<file path="config.mk">
export PLATFORM = sky130hd
export DESIGN_NAME = dacc_top
export DESIGN_NICKNAME = d
export VERILOG_FILES = /design/src/core/dacc_pkg.sv /design/src/core/dacc_top.sv
export SDC_FILE = /design/constraint.sdc
export NUM_CORES = 1
export LEC_CHECK = 0
export ABC_AREA = 1
export BUFFER_PORTS_ARGS = -buffer_cell sky130_fd_sc_hd__buf_4
export CAP_MARGIN = 30
export CORE_MARGIN = 2
export CORE_UTILIZATION = 35
export DETAILED_ROUTE_END_ITERATION = 12
export PLACE_DENSITY = 0.59
export SLEW_MARGIN = 20
export SYNTH_ARGS = -nofsm -noshare
export SYNTH_HDL_FRONTEND = slang
export SYNTH_SLANG_ARGS = --single-unit
export TNS_END_PERCENT = 1
</file>
<file path="constraint.sdc">
create_clock -name pclk -period 2.14 [get_ports pclk]
set_input_delay 0.428 -clock pclk [delete_from_list [all_inputs] [get_ports pclk]]
set_output_delay 0.428 -clock pclk [all_outputs]
set_load 0.03 [all_outputs]
</file>
<file path="src/core/dacc_pkg.sv">
// constants shared by the converter control block
package dacc_pkg;
  // ****************************************
  // register map and fields
  // ****************************************
  localparam logic [7:0] DACC_CTRL_IDX = 8'h00;
  localparam logic [7:0] DACC_DATA_IDX = 8'h01;
  localparam logic [11:0] DACC_CTRL_ADDR = 12'h000;
  localparam logic [11:0] DACC_DATA_ADDR = 12'h004;
  localparam int DACC_ENABLE_BIT = 0;
  localparam int DACC_OUTPUT_BUFFER_ENABLE_BIT = 6;
  localparam int DACC_RUN_IN_STANDBY_BIT = 7;
  localparam logic [7:0] DACC_CTRL_MASK = 8'hc1;
  localparam logic [7:0] DACC_CTRL_RESET = 8'h00;
  localparam logic [7:0] DACC_DATA_RESET = 8'h00;
  localparam logic [31:0] DACC_ZERO_WORD = 32'h0000_0000;
  // ****************************************
  // timing
  // ****************************************
  localparam int DACC_CLK_MHZ = 25;
  localparam int DACC_STARTUP_NS = 1000;
  localparam int DACC_STARTUP_CYC =
    (DACC_STARTUP_NS * DACC_CLK_MHZ + 999) / 1000;
  // ****************************************
  // sleep mode encoding
  // ****************************************
  localparam logic [1:0] DACC_SLEEP_ACTIVE = 2'h0;
  localparam logic [1:0] DACC_SLEEP_IDLE = 2'h1;
  localparam logic [1:0] DACC_SLEEP_STANDBY = 2'h2;
  localparam logic [1:0] DACC_SLEEP_PDOWN = 2'h3;
  // converter power state, one-hot
  typedef enum logic [2:0] {
    DACC_OFF = 3'b001,
    DACC_START = 3'b010,
    DACC_RUN = 3'b100
  } dacc_state_t;
endpackage

</file>
<file path="src/core/dacc_top.sv">
// control wrapper for an 8-bit digital-to-analog converter
// How it works
// RULE1: control bit 0 written one powers the converter, zero powers it off
// RULE2: while enabled, each data write starts a fresh conversion at once
// RULE3: while disabled, data writes only store; enabling converts the value
// RULE4: control bit 6 turns on the output buffer and routes out to pin
// RULE5: when enabled, output goes to comparator and converter regardless
// RULE6: run-in-standby bit 7 keeps converter and buffer alive in standby
// RULE7: with bit 7 clear, standby stops conversion and powers both down
// RULE8: on leaving standby re-enable, wait start-up time, then convert
// RULE9: power-down sleep always turns off converter and buffer
// RULE10: data register is 8-bit read/write at index 0x01, reset 0x00
// RULE11: software picks reference, output use, data, then sets enable
// RULE12: debug halt leaves the converter and its registers untouched
// RULE13: control bits 5 to 1 read zero and ignore writes
//
// The APB slave port was chosen for this implementation.
`timescale 1ns/1ns
module dacc_top
  import dacc_pkg::*;
#(
  parameter int STARTUP_CYCLES = DACC_STARTUP_CYC
) (
  input wire logic pclk,
  input wire logic presetn,
  input wire logic clk_en,
  input wire logic psel,
  input wire logic penable,
  input wire logic pwrite,
  input wire logic [11:0] paddr,
  input wire logic [31:0] pwdata,
  input wire logic [3:0] pstrb,
  output logic [31:0] prdata,
  output logic pready,
  output logic pslverr,
  input wire logic [1:0] sleep_mode,
  input wire logic debug_halt,
  output logic conv_power,
  output logic buffer_power,
  output logic internal_out_valid,
  output logic [7:0] conv_code,
  output logic conv_start
);
  import dacc_pkg::*;

  // ****************************************
  // state record
  // ****************************************
  typedef struct packed {
    logic [7:0] ctrl;
    logic [7:0] data;
    logic pending;
    dacc_state_t fsm;
    logic [15:0] wait_cnt;
    logic [1:0] sleep_s1;
    logic [1:0] sleep_s2;
    logic [31:0] prdata;
    logic pready;
    logic pslverr;
    logic conv_power;
    logic buffer_power;
    logic internal_out_valid;
    logic [7:0] conv_code;
    logic conv_start;
  } dacc_regs_t;

  // start-up length as loaded into the down-counter
  localparam logic [15:0] STARTUP_LOAD = 16'(STARTUP_CYCLES);
  localparam logic [15:0] CNT_ONE = 16'h0001;

  dacc_regs_t cur;
  dacc_regs_t next_cur;

  // address decode shared by read and write paths
  // unmapped offsets decode to zero and answer with pslverr
  function automatic logic [1:0] dacc_decode(input logic [11:0] a);
    if (a == DACC_CTRL_ADDR) begin
      return 2'b01;
    end else if (a == DACC_DATA_ADDR) begin
      return 2'b10;
    end else begin
      return 2'b00;
    end
  endfunction

  logic access;
  logic [1:0] hit;
  logic wr_ctrl;
  logic wr_data;
  logic en_bit;
  logic sleep_off;

  // ****************************************
  // next-state logic
  // ****************************************
  always_comb begin
    next_cur = cur;
    // the cycle after pready rises is not a second access
    access = psel && penable && !cur.pready;
    hit = dacc_decode(paddr);
    wr_ctrl = access && pwrite && hit[0] && pstrb[0];
    wr_data = access && pwrite && hit[1] && pstrb[0];
    // sleep sampled through two flops, the mode pin is asynchronous
    // debug_halt read nowhere: a halt changes nothing, see RULE12
    next_cur.sleep_s1 = sleep_mode;
    next_cur.sleep_s2 = cur.sleep_s1;
    // apb: one wait state, answer on second access cycle
    next_cur.pready = access;
    next_cur.pslverr = access && (hit == 2'b00);
    next_cur.prdata = DACC_ZERO_WORD;
    if (access && !pwrite) begin
      if (hit[0]) begin
        next_cur.prdata = {24'h00_0000, cur.ctrl}; // see RULE13
      end else if (hit[1]) begin
        next_cur.prdata = {24'h00_0000, cur.data}; // see RULE10
      end
    end
    // register writes, reserved bits masked
    if (wr_ctrl) begin
      next_cur.ctrl = pwdata[7:0] & DACC_CTRL_MASK; // see RULE13
    end
    if (wr_data) begin
      next_cur.data = pwdata[7:0]; // see RULE10
    end
    // decisions use the enable value as it stands after this edge
    en_bit = next_cur.ctrl[DACC_ENABLE_BIT];
    // sleep gating: power-down always, standby unless run-in-standby
    sleep_off = (cur.sleep_s2 == DACC_SLEEP_PDOWN) || // see RULE9
      (cur.sleep_s2 == DACC_SLEEP_STANDBY &&
       !cur.ctrl[DACC_RUN_IN_STANDBY_BIT]); // see RULE6 RULE7
    // conversion requests: data write while on, or enable edge
    if (wr_data && cur.ctrl[DACC_ENABLE_BIT]) begin
      next_cur.pending = 1'b1; // see RULE2
    end
    if (wr_ctrl && en_bit && !cur.ctrl[DACC_ENABLE_BIT]) begin
      next_cur.pending = 1'b1; // see RULE3
    end
    // conv_start is a one-cycle pulse, low unless reissued below;
    // power sequencing runs off, counted start-up, then run, and a
    // conversion is only issued from the run state
    next_cur.conv_start = 1'b0;
    case (cur.fsm)
      DACC_OFF: begin
        if (en_bit && !sleep_off) begin
          next_cur.fsm = DACC_START; // see RULE1 RULE8
          next_cur.wait_cnt = STARTUP_LOAD;
        end
      end
      DACC_START: begin
        if (!en_bit || sleep_off) begin
          next_cur.fsm = DACC_OFF;
        end else if (cur.wait_cnt <= CNT_ONE) begin
          next_cur.fsm = DACC_RUN; // see RULE8
        end else begin
          next_cur.wait_cnt = cur.wait_cnt - CNT_ONE;
        end
      end
      DACC_RUN: begin
        if (!en_bit) begin
          next_cur.fsm = DACC_OFF; // see RULE1
        end else if (sleep_off) begin
          next_cur.fsm = DACC_OFF; // see RULE7
          // keep the code queued so it converts again after wake-up
          next_cur.pending = 1'b1; // see RULE8
        end else if (cur.pending) begin
          next_cur.conv_code = cur.data; // see RULE2
          next_cur.conv_start = 1'b1;
          next_cur.pending = wr_data;
        end
      end
      default: begin
        next_cur.fsm = DACC_OFF;
      end
    endcase
    // disabling drops a queued request so it cannot fire on re-enable
    if (!en_bit) begin
      next_cur.pending = wr_ctrl ? 1'b0 :
        cur.pending && !cur.ctrl[DACC_ENABLE_BIT];
    end
    // analog power and routing
    next_cur.conv_power = (next_cur.fsm != DACC_OFF); // see RULE1
    next_cur.internal_out_valid = (next_cur.fsm == DACC_RUN); // see RULE5
    next_cur.buffer_power = (next_cur.fsm != DACC_OFF) &&
      next_cur.ctrl[DACC_OUTPUT_BUFFER_ENABLE_BIT]; // see RULE4
  end

  // ****************************************
  // state register
  // ****************************************
  always_ff @(posedge pclk or negedge presetn) begin
    if (!presetn) begin
      cur <= '{ctrl: DACC_CTRL_RESET, data: DACC_DATA_RESET,
               fsm: DACC_OFF, default: '0};
    end else if (clk_en) begin
      // clk_en low holds every field, bus answer included
      cur <= next_cur;
    end
  end

  // outputs straight from flops
  assign prdata = cur.prdata;
  assign pready = cur.pready;
  assign pslverr = cur.pslverr;
  assign conv_power = cur.conv_power;
  assign buffer_power = cur.buffer_power;
  assign internal_out_valid = cur.internal_out_valid;
  assign conv_code = cur.conv_code;
  assign conv_start = cur.conv_start;
endmodule

</file>
Yosys cells after proc, flatten, opt, wreduce, memory -nomap -nowiden. Index checks and enable logic that the tools add are counted.

Add/sub/neg operators: 1. $lt $le $gt $ge: 1. Eq/ne operators: 11. Mux-type cells: 26. Bitwise operators: 1. Reductions and logical operators: 31.

Operator list (number): two-way mux 16 bit (2); case mux 16 bit (2 select lines) (1); two-way mux 8 bit (3); two-way mux 19 bit (1); <= comparator 16 x 1 -> 1 bit (second input constant) (1); logical AND 1 bit (16); subtractor 16 x 1 -> 16 bit (second input constant) (1); equality test 12 x 3 -> 1 bit (second input constant) (1); logical NOT 12 bit (1); two-way mux 3 bit (4); two-way mux 1 bit (11); AND reduction 5 bit (2); case mux 3 bit (3 select lines) (1); two-way mux 7 bit (1); equality test 3 bit (second input constant) (2); logical NOT 1 bit (6); != test 2 bit (second input constant) (3); equality test 2 bit (second input constant) (2); two-way mux 2 bit (2); AND reduction 2 bit (2); equality test 3 x 1 -> 1 bit (second input constant) (1); equality test 3 x 2 -> 1 bit (second input constant) (1); != test 3 x 1 -> 1 bit (second input constant) (1); logical NOT 2 bit (1); 3 further kinds (4).

Register bits: 81. Input bits: 57. Output and inout port bits: 46. Logic and storage cells: 87.

Longest topological paths before layout. Gate-level depths: netlist of run 1.

Depth in word-level cells: 13. Depth in mapped cells: 10. Depth with buffers taken out: 10.

Worst setup path after synthesis of run 1. OpenSTA, ideal clock, no wires.

Kind: flip-flop to flip-flop. Start point: register cur (netlist bit pready). End point: register cur[50] in the netlist's numbering. Setup time: 122 ps. Arrival: 1481 ps. Required time: 2018 ps. Slack: 537 ps. Stages on the path, launching flop included: 10. Clock period less this slack: 1603 ps. Cell sequence: dfrtp_1 > inv_2 > nand3_1 > nor2_2 > nand4_1 > nand3_4 > nor2_8 > buf_8 > nor2_1 > nor2_1.

Cells in the longest elaborated chain, start to end: 10.

Ends and longest elaborated chain: from (decl) (RTL line dacc_top.sv:71) `dacc_regs_t cur;`; from (signal assigned) (RTL line dacc_top.sv:192) `cur <= '{ctrl: DACC_CTRL_RESET, data: DACC_DATA_RESET,`; from (signal assigned) (RTL line dacc_top.sv:196) `cur <= next_cur;`; logical NOT 1 bit (*) (RTL line dacc_top.sv:99) `access = psel && penable && !cur.pready;`; logical AND 1 bit (*) (RTL line dacc_top.sv:99); logical AND 1 bit (*) (3 in series) (RTL line dacc_top.sv:101) `wr_ctrl = access && pwrite && hit[0] && pstrb[0];`; two-way mux 7 bit (*) (RTL line dacc_top.sv:119) `if (wr_ctrl) begin`; logical NOT 1 bit; logical OR 1 bit (RTL line dacc_top.sv:150) `if (!en_bit || sleep_off) begin`; != test 2 bit (no line); AND reduction 5 bit (no line) (*).

Every way passes the cells marked *; elsewhere a longest branch is shown, timed or not. A chain may end at the register's enable or synchronous reset.

Worst setup path after layout of run 1.
Start point: register cur[50] in the netlist's numbering. End point: register cur[54] in the netlist's numbering.

Cells in the longest elaborated chain, start to end: 4.

Ends and longest elaborated chain: subtractor 16 x 1 -> 16 bit (RTL line dacc_top.sv:155) `next_cur.wait_cnt = cur.wait_cnt - CNT_ONE;`; two-way mux 16 bit (RTL line dacc_top.sv:152) `end else if (cur.wait_cnt <= CNT_ONE) begin`; two-way mux 16 bit (RTL line dacc_top.sv:150); case mux 16 bit (2 select lines) (RTL line dacc_top.sv:142) `case (cur.fsm)`.

Parallel ways exist; a longest one is shown, timed or not. The select of a mux whose other input is x is not followed.

==> results.sh, run 1 <==
export IMPL_ys_types=35
export IMPL_fp_dieH_um=101
export IMPL_rows=35
export IMPL_synth_cell_area_um2=3270
export IMPL_drc=0
export IMPL_arrival_ps=2020
export IMPL_fin_crit_sh_pct=82.2
export IMPL_hpwl_mm=4.75
export IMPL_status="completed"
export IMPL_rsz0062_at_grt="no"
export IMPL_synth_seq_area_share_pct=43.6
export IMPL_startpoint_type="flip-flop"
export IMPL_num_antenna_cells=0
export IMPL_nNetsFinal=515
export IMPL_cts_root_buffer="clkbuf_8"
export IMPL_clock_skew_ps=10.9
export IMPL_hold_buffers=0
export IMPL_synth_warnings=0
export IMPL_wire_per_inst_um=11.3
export IMPL_synth_top_cell_area_share_pct=42.8
export IMPL_hold_path_class="in2async"
export IMPL_final_common_cell="nand2_1"
export IMPL_clkSinkCount=57
export IMPL_cts_made_buffers=9
export IMPL_routed_via_density=4.54
export IMPL_postLayoutCellArea_um2=3750
export IMPL_p_leak_nw=1.93
export IMPL_dr_first_iter_drc_count=108
export IMPL_core_area_um2=9150
export IMPL_endpoint_kind="flip-flop"
export IMPL_drv_cap=0
export IMPL_synth_top_area_cell="dfrtp_1"
export IMPL_place_gp_congestion=0.810
export IMPL_grt_start_max_net_pins=58
export IMPL_critical_path_class="reg2reg"
export IMPL_final_cell_mix="nand2_1, buf_4, dfrtp_1"
export IMPL_cts_setup_buffers=0
export IMPL_grt_pass1_vias=2388
export IMPL_areaGrowthSynthToFinish_pct=14.6
export IMPL_antenna_found_initial=0
export IMPL_ant_nets=0
export IMPL_dieWidth_um=101
export IMPL_cts_resized=0
export IMPL_synth_ff_type="dfrtp_1"
export IMPL_ir_worst_vdd_uv=269
export IMPL_clkSlewWorstSetupHoldPaths_ps=70
export IMPL_power_per_cell_area_nw_per_um2=762
export IMPL_grt_overflow=0
export IMPL_cts_tree="built"
export IMPL_syn_inst=413
export IMPL_clk_latency_ps=330
export IMPL_placed_cell_area_um2=3580
export IMPL_cp_max_fo=24
export IMPL_maxSlewViolCount=0
export IMPL_totalWireLength_mm=6.47
export IMPL_hold_violations=0
export IMPL_synth_edf_count=0
export IMPL_setup_tns_ps=0
export IMPL_h_tree_depth=3
export IMPL_min_period_ps=1760
export IMPL_ys_async_sr_fraction_pct=100
export IMPL_via_count=2595
export IMPL_fmax_mhz=568
export IMPL_relSlewSlack_pct=52.7
export IMPL_fillers=933
export IMPL_grt_total_usage_pct=13.6
export IMPL_grt_pass1_wl_mm=11.0
export IMPL_worstPathRequired_ps=2400
export IMPL_numPortBuffers=50
export IMPL_setup_viol=0
export IMPL_initial_core_util_pct=35.7
export IMPL_pin_count=103
export IMPL_reg2reg_slack_ps=380
export IMPL_ys_seq_elements=57
export IMPL_worstMarginPinSlew_ps=709
export IMPL_syn_area_per_cell_um2=7.92
export IMPL_first_pass_iters=4
export IMPL_die_area_um2=10100
export IMPL_final_layout_size_suffix_gt1_share_pct=22.8
export IMPL_max_clock_path_buffers=2
export IMPL_synth_top_cells_by_area="dfrtp_1, nand2_1, buf_4"
-- cells in the mapped netlist, types with 2 or more instances --
cell type / number
inv_1: 37
nor3_1: 7
or2_2: 2
nor2_2: 5
o21ai_0: 27
ha_1: 2
inv_2: 2
clkbuf_1: 4
o221ai_1: 2
nand3_1: 22
buf_4: 41
xnor2_1: 2
nor2_4: 2
nand4_1: 4
xor2_1: 7
o21ai_2: 9
dfrtp_1: 56
o22ai_1: 2
nand3_4: 2
nand2_1: 109
nand2_2: 6
nor2_1: 50
-- final cells by class --
cell class                      count  area (um2)  area share, %
Clock buffer                       10         128           3.40
Clock inverter                      6        45.0           1.20
Timing Repair Buffer               58         448           11.9
Inverter                           39         146           3.91
Sequential cell                    57        1430           38.1
Tap cell                          111         139           3.70
Multi-Input combinational cell    291        1420           37.8
-- worst max-delay path, cell delays in order, from the launching register on --
cell and delay (ps):
dfrtp_1 380, inv_1 70, ha_1 260, o21ai_0 160, nor2_1 60, nand3_1 120, nand2_2 150, nor2_8 140
buf_12 180, nor2_2 40, nor2_1 100
-- worst paths after layout --
| path | startpoint | endpoint | cells after the start |
|---|---|---|---|
| worst max-delay path | cur[50] | cur[54] | 10 |
| worst min-delay path | presetn | prdata[7] | 1 |
| worst max register to register | cur[50] | cur[54] | 10 |
| worst min register to register | conv_code[0] | conv_code[0] | 2 |
| max in group asynchronous | presetn | prdata[2] | 1 |
| min in group pclk | pwdata[1] | cur[71] | 3 |
-- kinds of logic after synthesis --
kind of cell | after synthesis | share of synthesized area (%)
DFF | 57 | 43.6
buffers and inverters | 88 | 15.7
adders and majority gates | 2 | 0.765
other | 1 | 0.115
AOI/OAI and AO/OA | 44 | 8.38
xor gates and xnor gates | 9 | 2.41
and+or+nand+nor | 212 | 29.0
-- through the flow --
step                total power [mW]  worst slack, ps  instances  utilization (%)  hold slack [ps]
finish                          2.86              380        572             41.0              149
global route                    3.04              165        572             41.0              209
global placement                2.00              250        556             39.1              459
CTS                             2.89              349        572             41.0              175
floorplan                       1.85              537        436                -              132
detailed placement              2.01              203        556             39.1              459
-- sequential cells by signal, summed over array words and instances (netlist names) --
signal,count
conv_start,1
conv_power,1
pslverr,1
prdata,8
conv_code,8
pready,1
internal_out_valid,1
cur,35
buffer_power,1
-- report_power, final --
group          internal [mW]  leakage (nW)  switching (mW)  total (mW)
Combinational          0.256          1.13           0.468       0.724
Sequential              1.18         0.719          0.0863        1.27
Clock                  0.421        0.0785           0.445       0.865
-- layer usage --
layer / wire (um) / part of all wire [%] / vias to the layer above / GRT usage, %
li1: - / - / 1322 / -
met1: 3200 / 49 / 1210 / 18.5
met2: 2970 / 46 / 57 / 21.6
met3: 217 / 3.4 / 6 / 2.70
met4: 86 / 1.3 / 0 / 4.74
met5: 0 / 0 / - / 0
No activity file was read; power rests on OpenSTA's default activity.
==> inputs of run 2 (changes only) <==
==> constraint.sdc (replaced) <==
create_clock -name pclk -period 1.75 [get_ports pclk]
set_input_delay 0.35 -clock pclk [delete_from_list [all_inputs] [get_ports pclk]]
set_output_delay 0.35 -clock pclk [all_outputs]
set_load 0.03 [all_outputs]
==> run 2 against run 1 <==
Utilization is 2.7 points higher. Final area grew 6.6%. Highest routed layer unchanged. Combinational power is 48% higher. Clock-buffer cell count fell by 1. First-iteration DRC count is 24% lower.
==> results.sh, run 2 (synthesis gave the netlist of run 1 again) <==
export IMPL_cts_tree="built"
export IMPL_clock_skew_ps=10.7
export IMPL_critical_path_class="reg2reg"
export IMPL_clk_latency_ps=360
export IMPL_clkSinkCount=57
export IMPL_worstHoldEndpoint="cur[49]"
export IMPL_reg2reg_slack_ps=160
export IMPL_num_antenna_cells=0
export IMPL_multi_input_area_um2=1440
export IMPL_p_sw_share_pct=33.0
export IMPL_min_period_ps=1590
export IMPL_fillers=901
export IMPL_grt_pass1_vias=2624
export IMPL_grt_overflow=0
export IMPL_cp_slowest_stage_delay_ps=400
export IMPL_rsz0062_at_grt="no"
export IMPL_fp_dieH_um=101
export IMPL_initial_core_util_pct=35.7
export IMPL_clkSlewWorstSetupHoldPaths_ps=70
export IMPL_power_per_cell_area_nw_per_um2=1000
export IMPL_numPortBuffers=50
export IMPL_combPwrFrac_pct=26.7
export IMPL_final_cell_mix="nand2_1, buf_4, dfrtp_1"
export IMPL_setup_viol=0
export IMPL_nNetsFinal=534
export IMPL_cts_root_buffer="clkbuf_8"
export IMPL_dr_first_iter_drc_count=82
export IMPL_startpoint_type="flip-flop"
export IMPL_grt_total_usage_pct=15.2
export IMPL_totalWireLength_mm=6.86
export IMPL_p_leak_nw=2.06
export IMPL_clkPwrFrac_pct=35.1
export IMPL_ir_worst_vdd_uv=440
export IMPL_r2r_start="pready"
export IMPL_max_clock_path_buffers=2
export IMPL_placedCellCount=573
export IMPL_top_register="cur"
export IMPL_internal_power_mw=2.69
export IMPL_hold_violations=0
export IMPL_hold_depth=3
export IMPL_drv_cap=0
export IMPL_h_tree_depth=3
export IMPL_worstPathRequired_ps=1990
export IMPL_cts_made_buffers=9
export IMPL_fin_crit_sh_pct=90.7
export IMPL_utilization_pct=43.7
export IMPL_regArea_um2=1430
export IMPL_endpoint_kind="flip-flop"
export IMPL_arrival_ps=1820
export IMPL_routed_via_density=4.53
export IMPL_dieWidth_um=101
export IMPL_via_count=2675
export IMPL_crit_path_top_delay_cell="dfrtp_1"
export IMPL_fmax_mhz=630
export IMPL_largest_register_ffs=35
export IMPL_grt_start_max_net_pins=37
export IMPL_hold_path_class="in2reg"
export IMPL_instances_no_fill=591
export IMPL_reg2reg_to="cur[57]"
export IMPL_final_layout_size_suffix_gt1_share_pct=26.5
export IMPL_wire_per_inst_um=11.6
export IMPL_core_area_um2=9150
export IMPL_rows=35
export IMPL_maxSlewViolCount=0
export IMPL_die_area_um2=10100
export IMPL_final_common_cell="nand2_1"
export IMPL_pin_count=103
export IMPL_cp_cell_sequence="inv_2, nand3_1, nor2_2, nand4_1, nand3_4, nor2_8, buf_12, nand2_1, o21ai_2"
export IMPL_p_sw_mw=1.32
export IMPL_ant_nets=0
export IMPL_hpwl_mm=5.09
export IMPL_cp_max_fo=14
export IMPL_p_seq_share_pct=38.2
export IMPL_min_from="sleep_mode[1]"
export IMPL_place_gp_congestion=0.850
export IMPL_areaGrowthSynthToFinish_pct=22.1
export IMPL_r2r_cells=9
export IMPL_status="completed"
export IMPL_setup_tns_ps=0
export IMPL_antenna_found_initial=0
export IMPL_grt_pass1_wl_mm=12.1
export IMPL_first_pass_iters=4
export IMPL_drc=0
-- run 2: changes by cell type in the layout (fill, tap and decap cells not counted), moves of 2 or more --
cell	change
buf_4	+16
buf_12	+2
bufinv_16	+2
clkinvlp_4	-2
o21ai_0	-2
o21ai_1	+2
-- run 2: power groups by stage --
stage	clock (mW)	combinational, mW	sequential, mW
floorplan	0	0.701	1.56
global placement	0	1.00	1.55
detailed placement	0	1.02	1.56
CTS	1.44	1.04	1.53
global route	1.49	1.21	1.55
finish	1.41	1.07	1.53
-- run 2: per-stage QoR --
step                      cell area (um2)  setup slack [ps]  hold slack (ps)  power (mW)
final                                4000               162              195        4.01
after global routing                 4000              5.35              200        4.26
after CTS                            3970              15.8              189        4.00
after detailed placement             3730              7.74              269        2.57
after global placement               3730              50.5              271        2.55
after floorplan                      3360               147             54.4        2.26
-- run 2: area by class of cell --
type | instances | area share, %
clock inverter | 7 | 2.57
timing repair buffer | 77 | 15.5
inverter | 39 | 3.66
sequential | 57 | 35.7
multi-input combinational | 291 | 36.0
tap | 111 | 3.48
clock buffer | 9 | 3.10
-- run 2: repair_timing --
action,CTS,global route
hold buffers,1,0
hold endpoints to repair,21,0
setup buffers,1,0
setup endpoints to repair,8,16
gates resized for setup,0,7
pin swaps,0,1
-- run 2: critical path: cells and delay by family, from the launching register on --
kind	cells	cell delay [ps]
AND/OR/NAND/NOR	6	800
AO/OA/AOI/OAI	1	50
buffers and inverters	2	220
flip-flops	1	400
-- run 2: worst max-delay path by stage --
stage | slack [ps] | depth (start not counted) | to | startpoint
after detailed placement | 8 | 10 | cur[57] | cur[50]
after floorplan | 150 | 9 | cur[50] | pready
after global routing | 5 | 9 | conv_code[0] | pready
final | 160 | 9 | cur[57] | pready
after global placement | 50 | 9 | conv_start | paddr[11]
after CTS | 20 | 10 | cur[57] | cur[50]
-- run 2: layer usage --
layer | global-route usage [%] | part of all wire, % | up-vias
li1 | - | - | 1367
met1 | 19.9 | 48 | 1236
met2 | 24.0 | 46 | 63
met3 | 3.47 | 4.0 | 9
met4 | 7.06 | 1.9 | 0
met5 | 0 | 0 | -
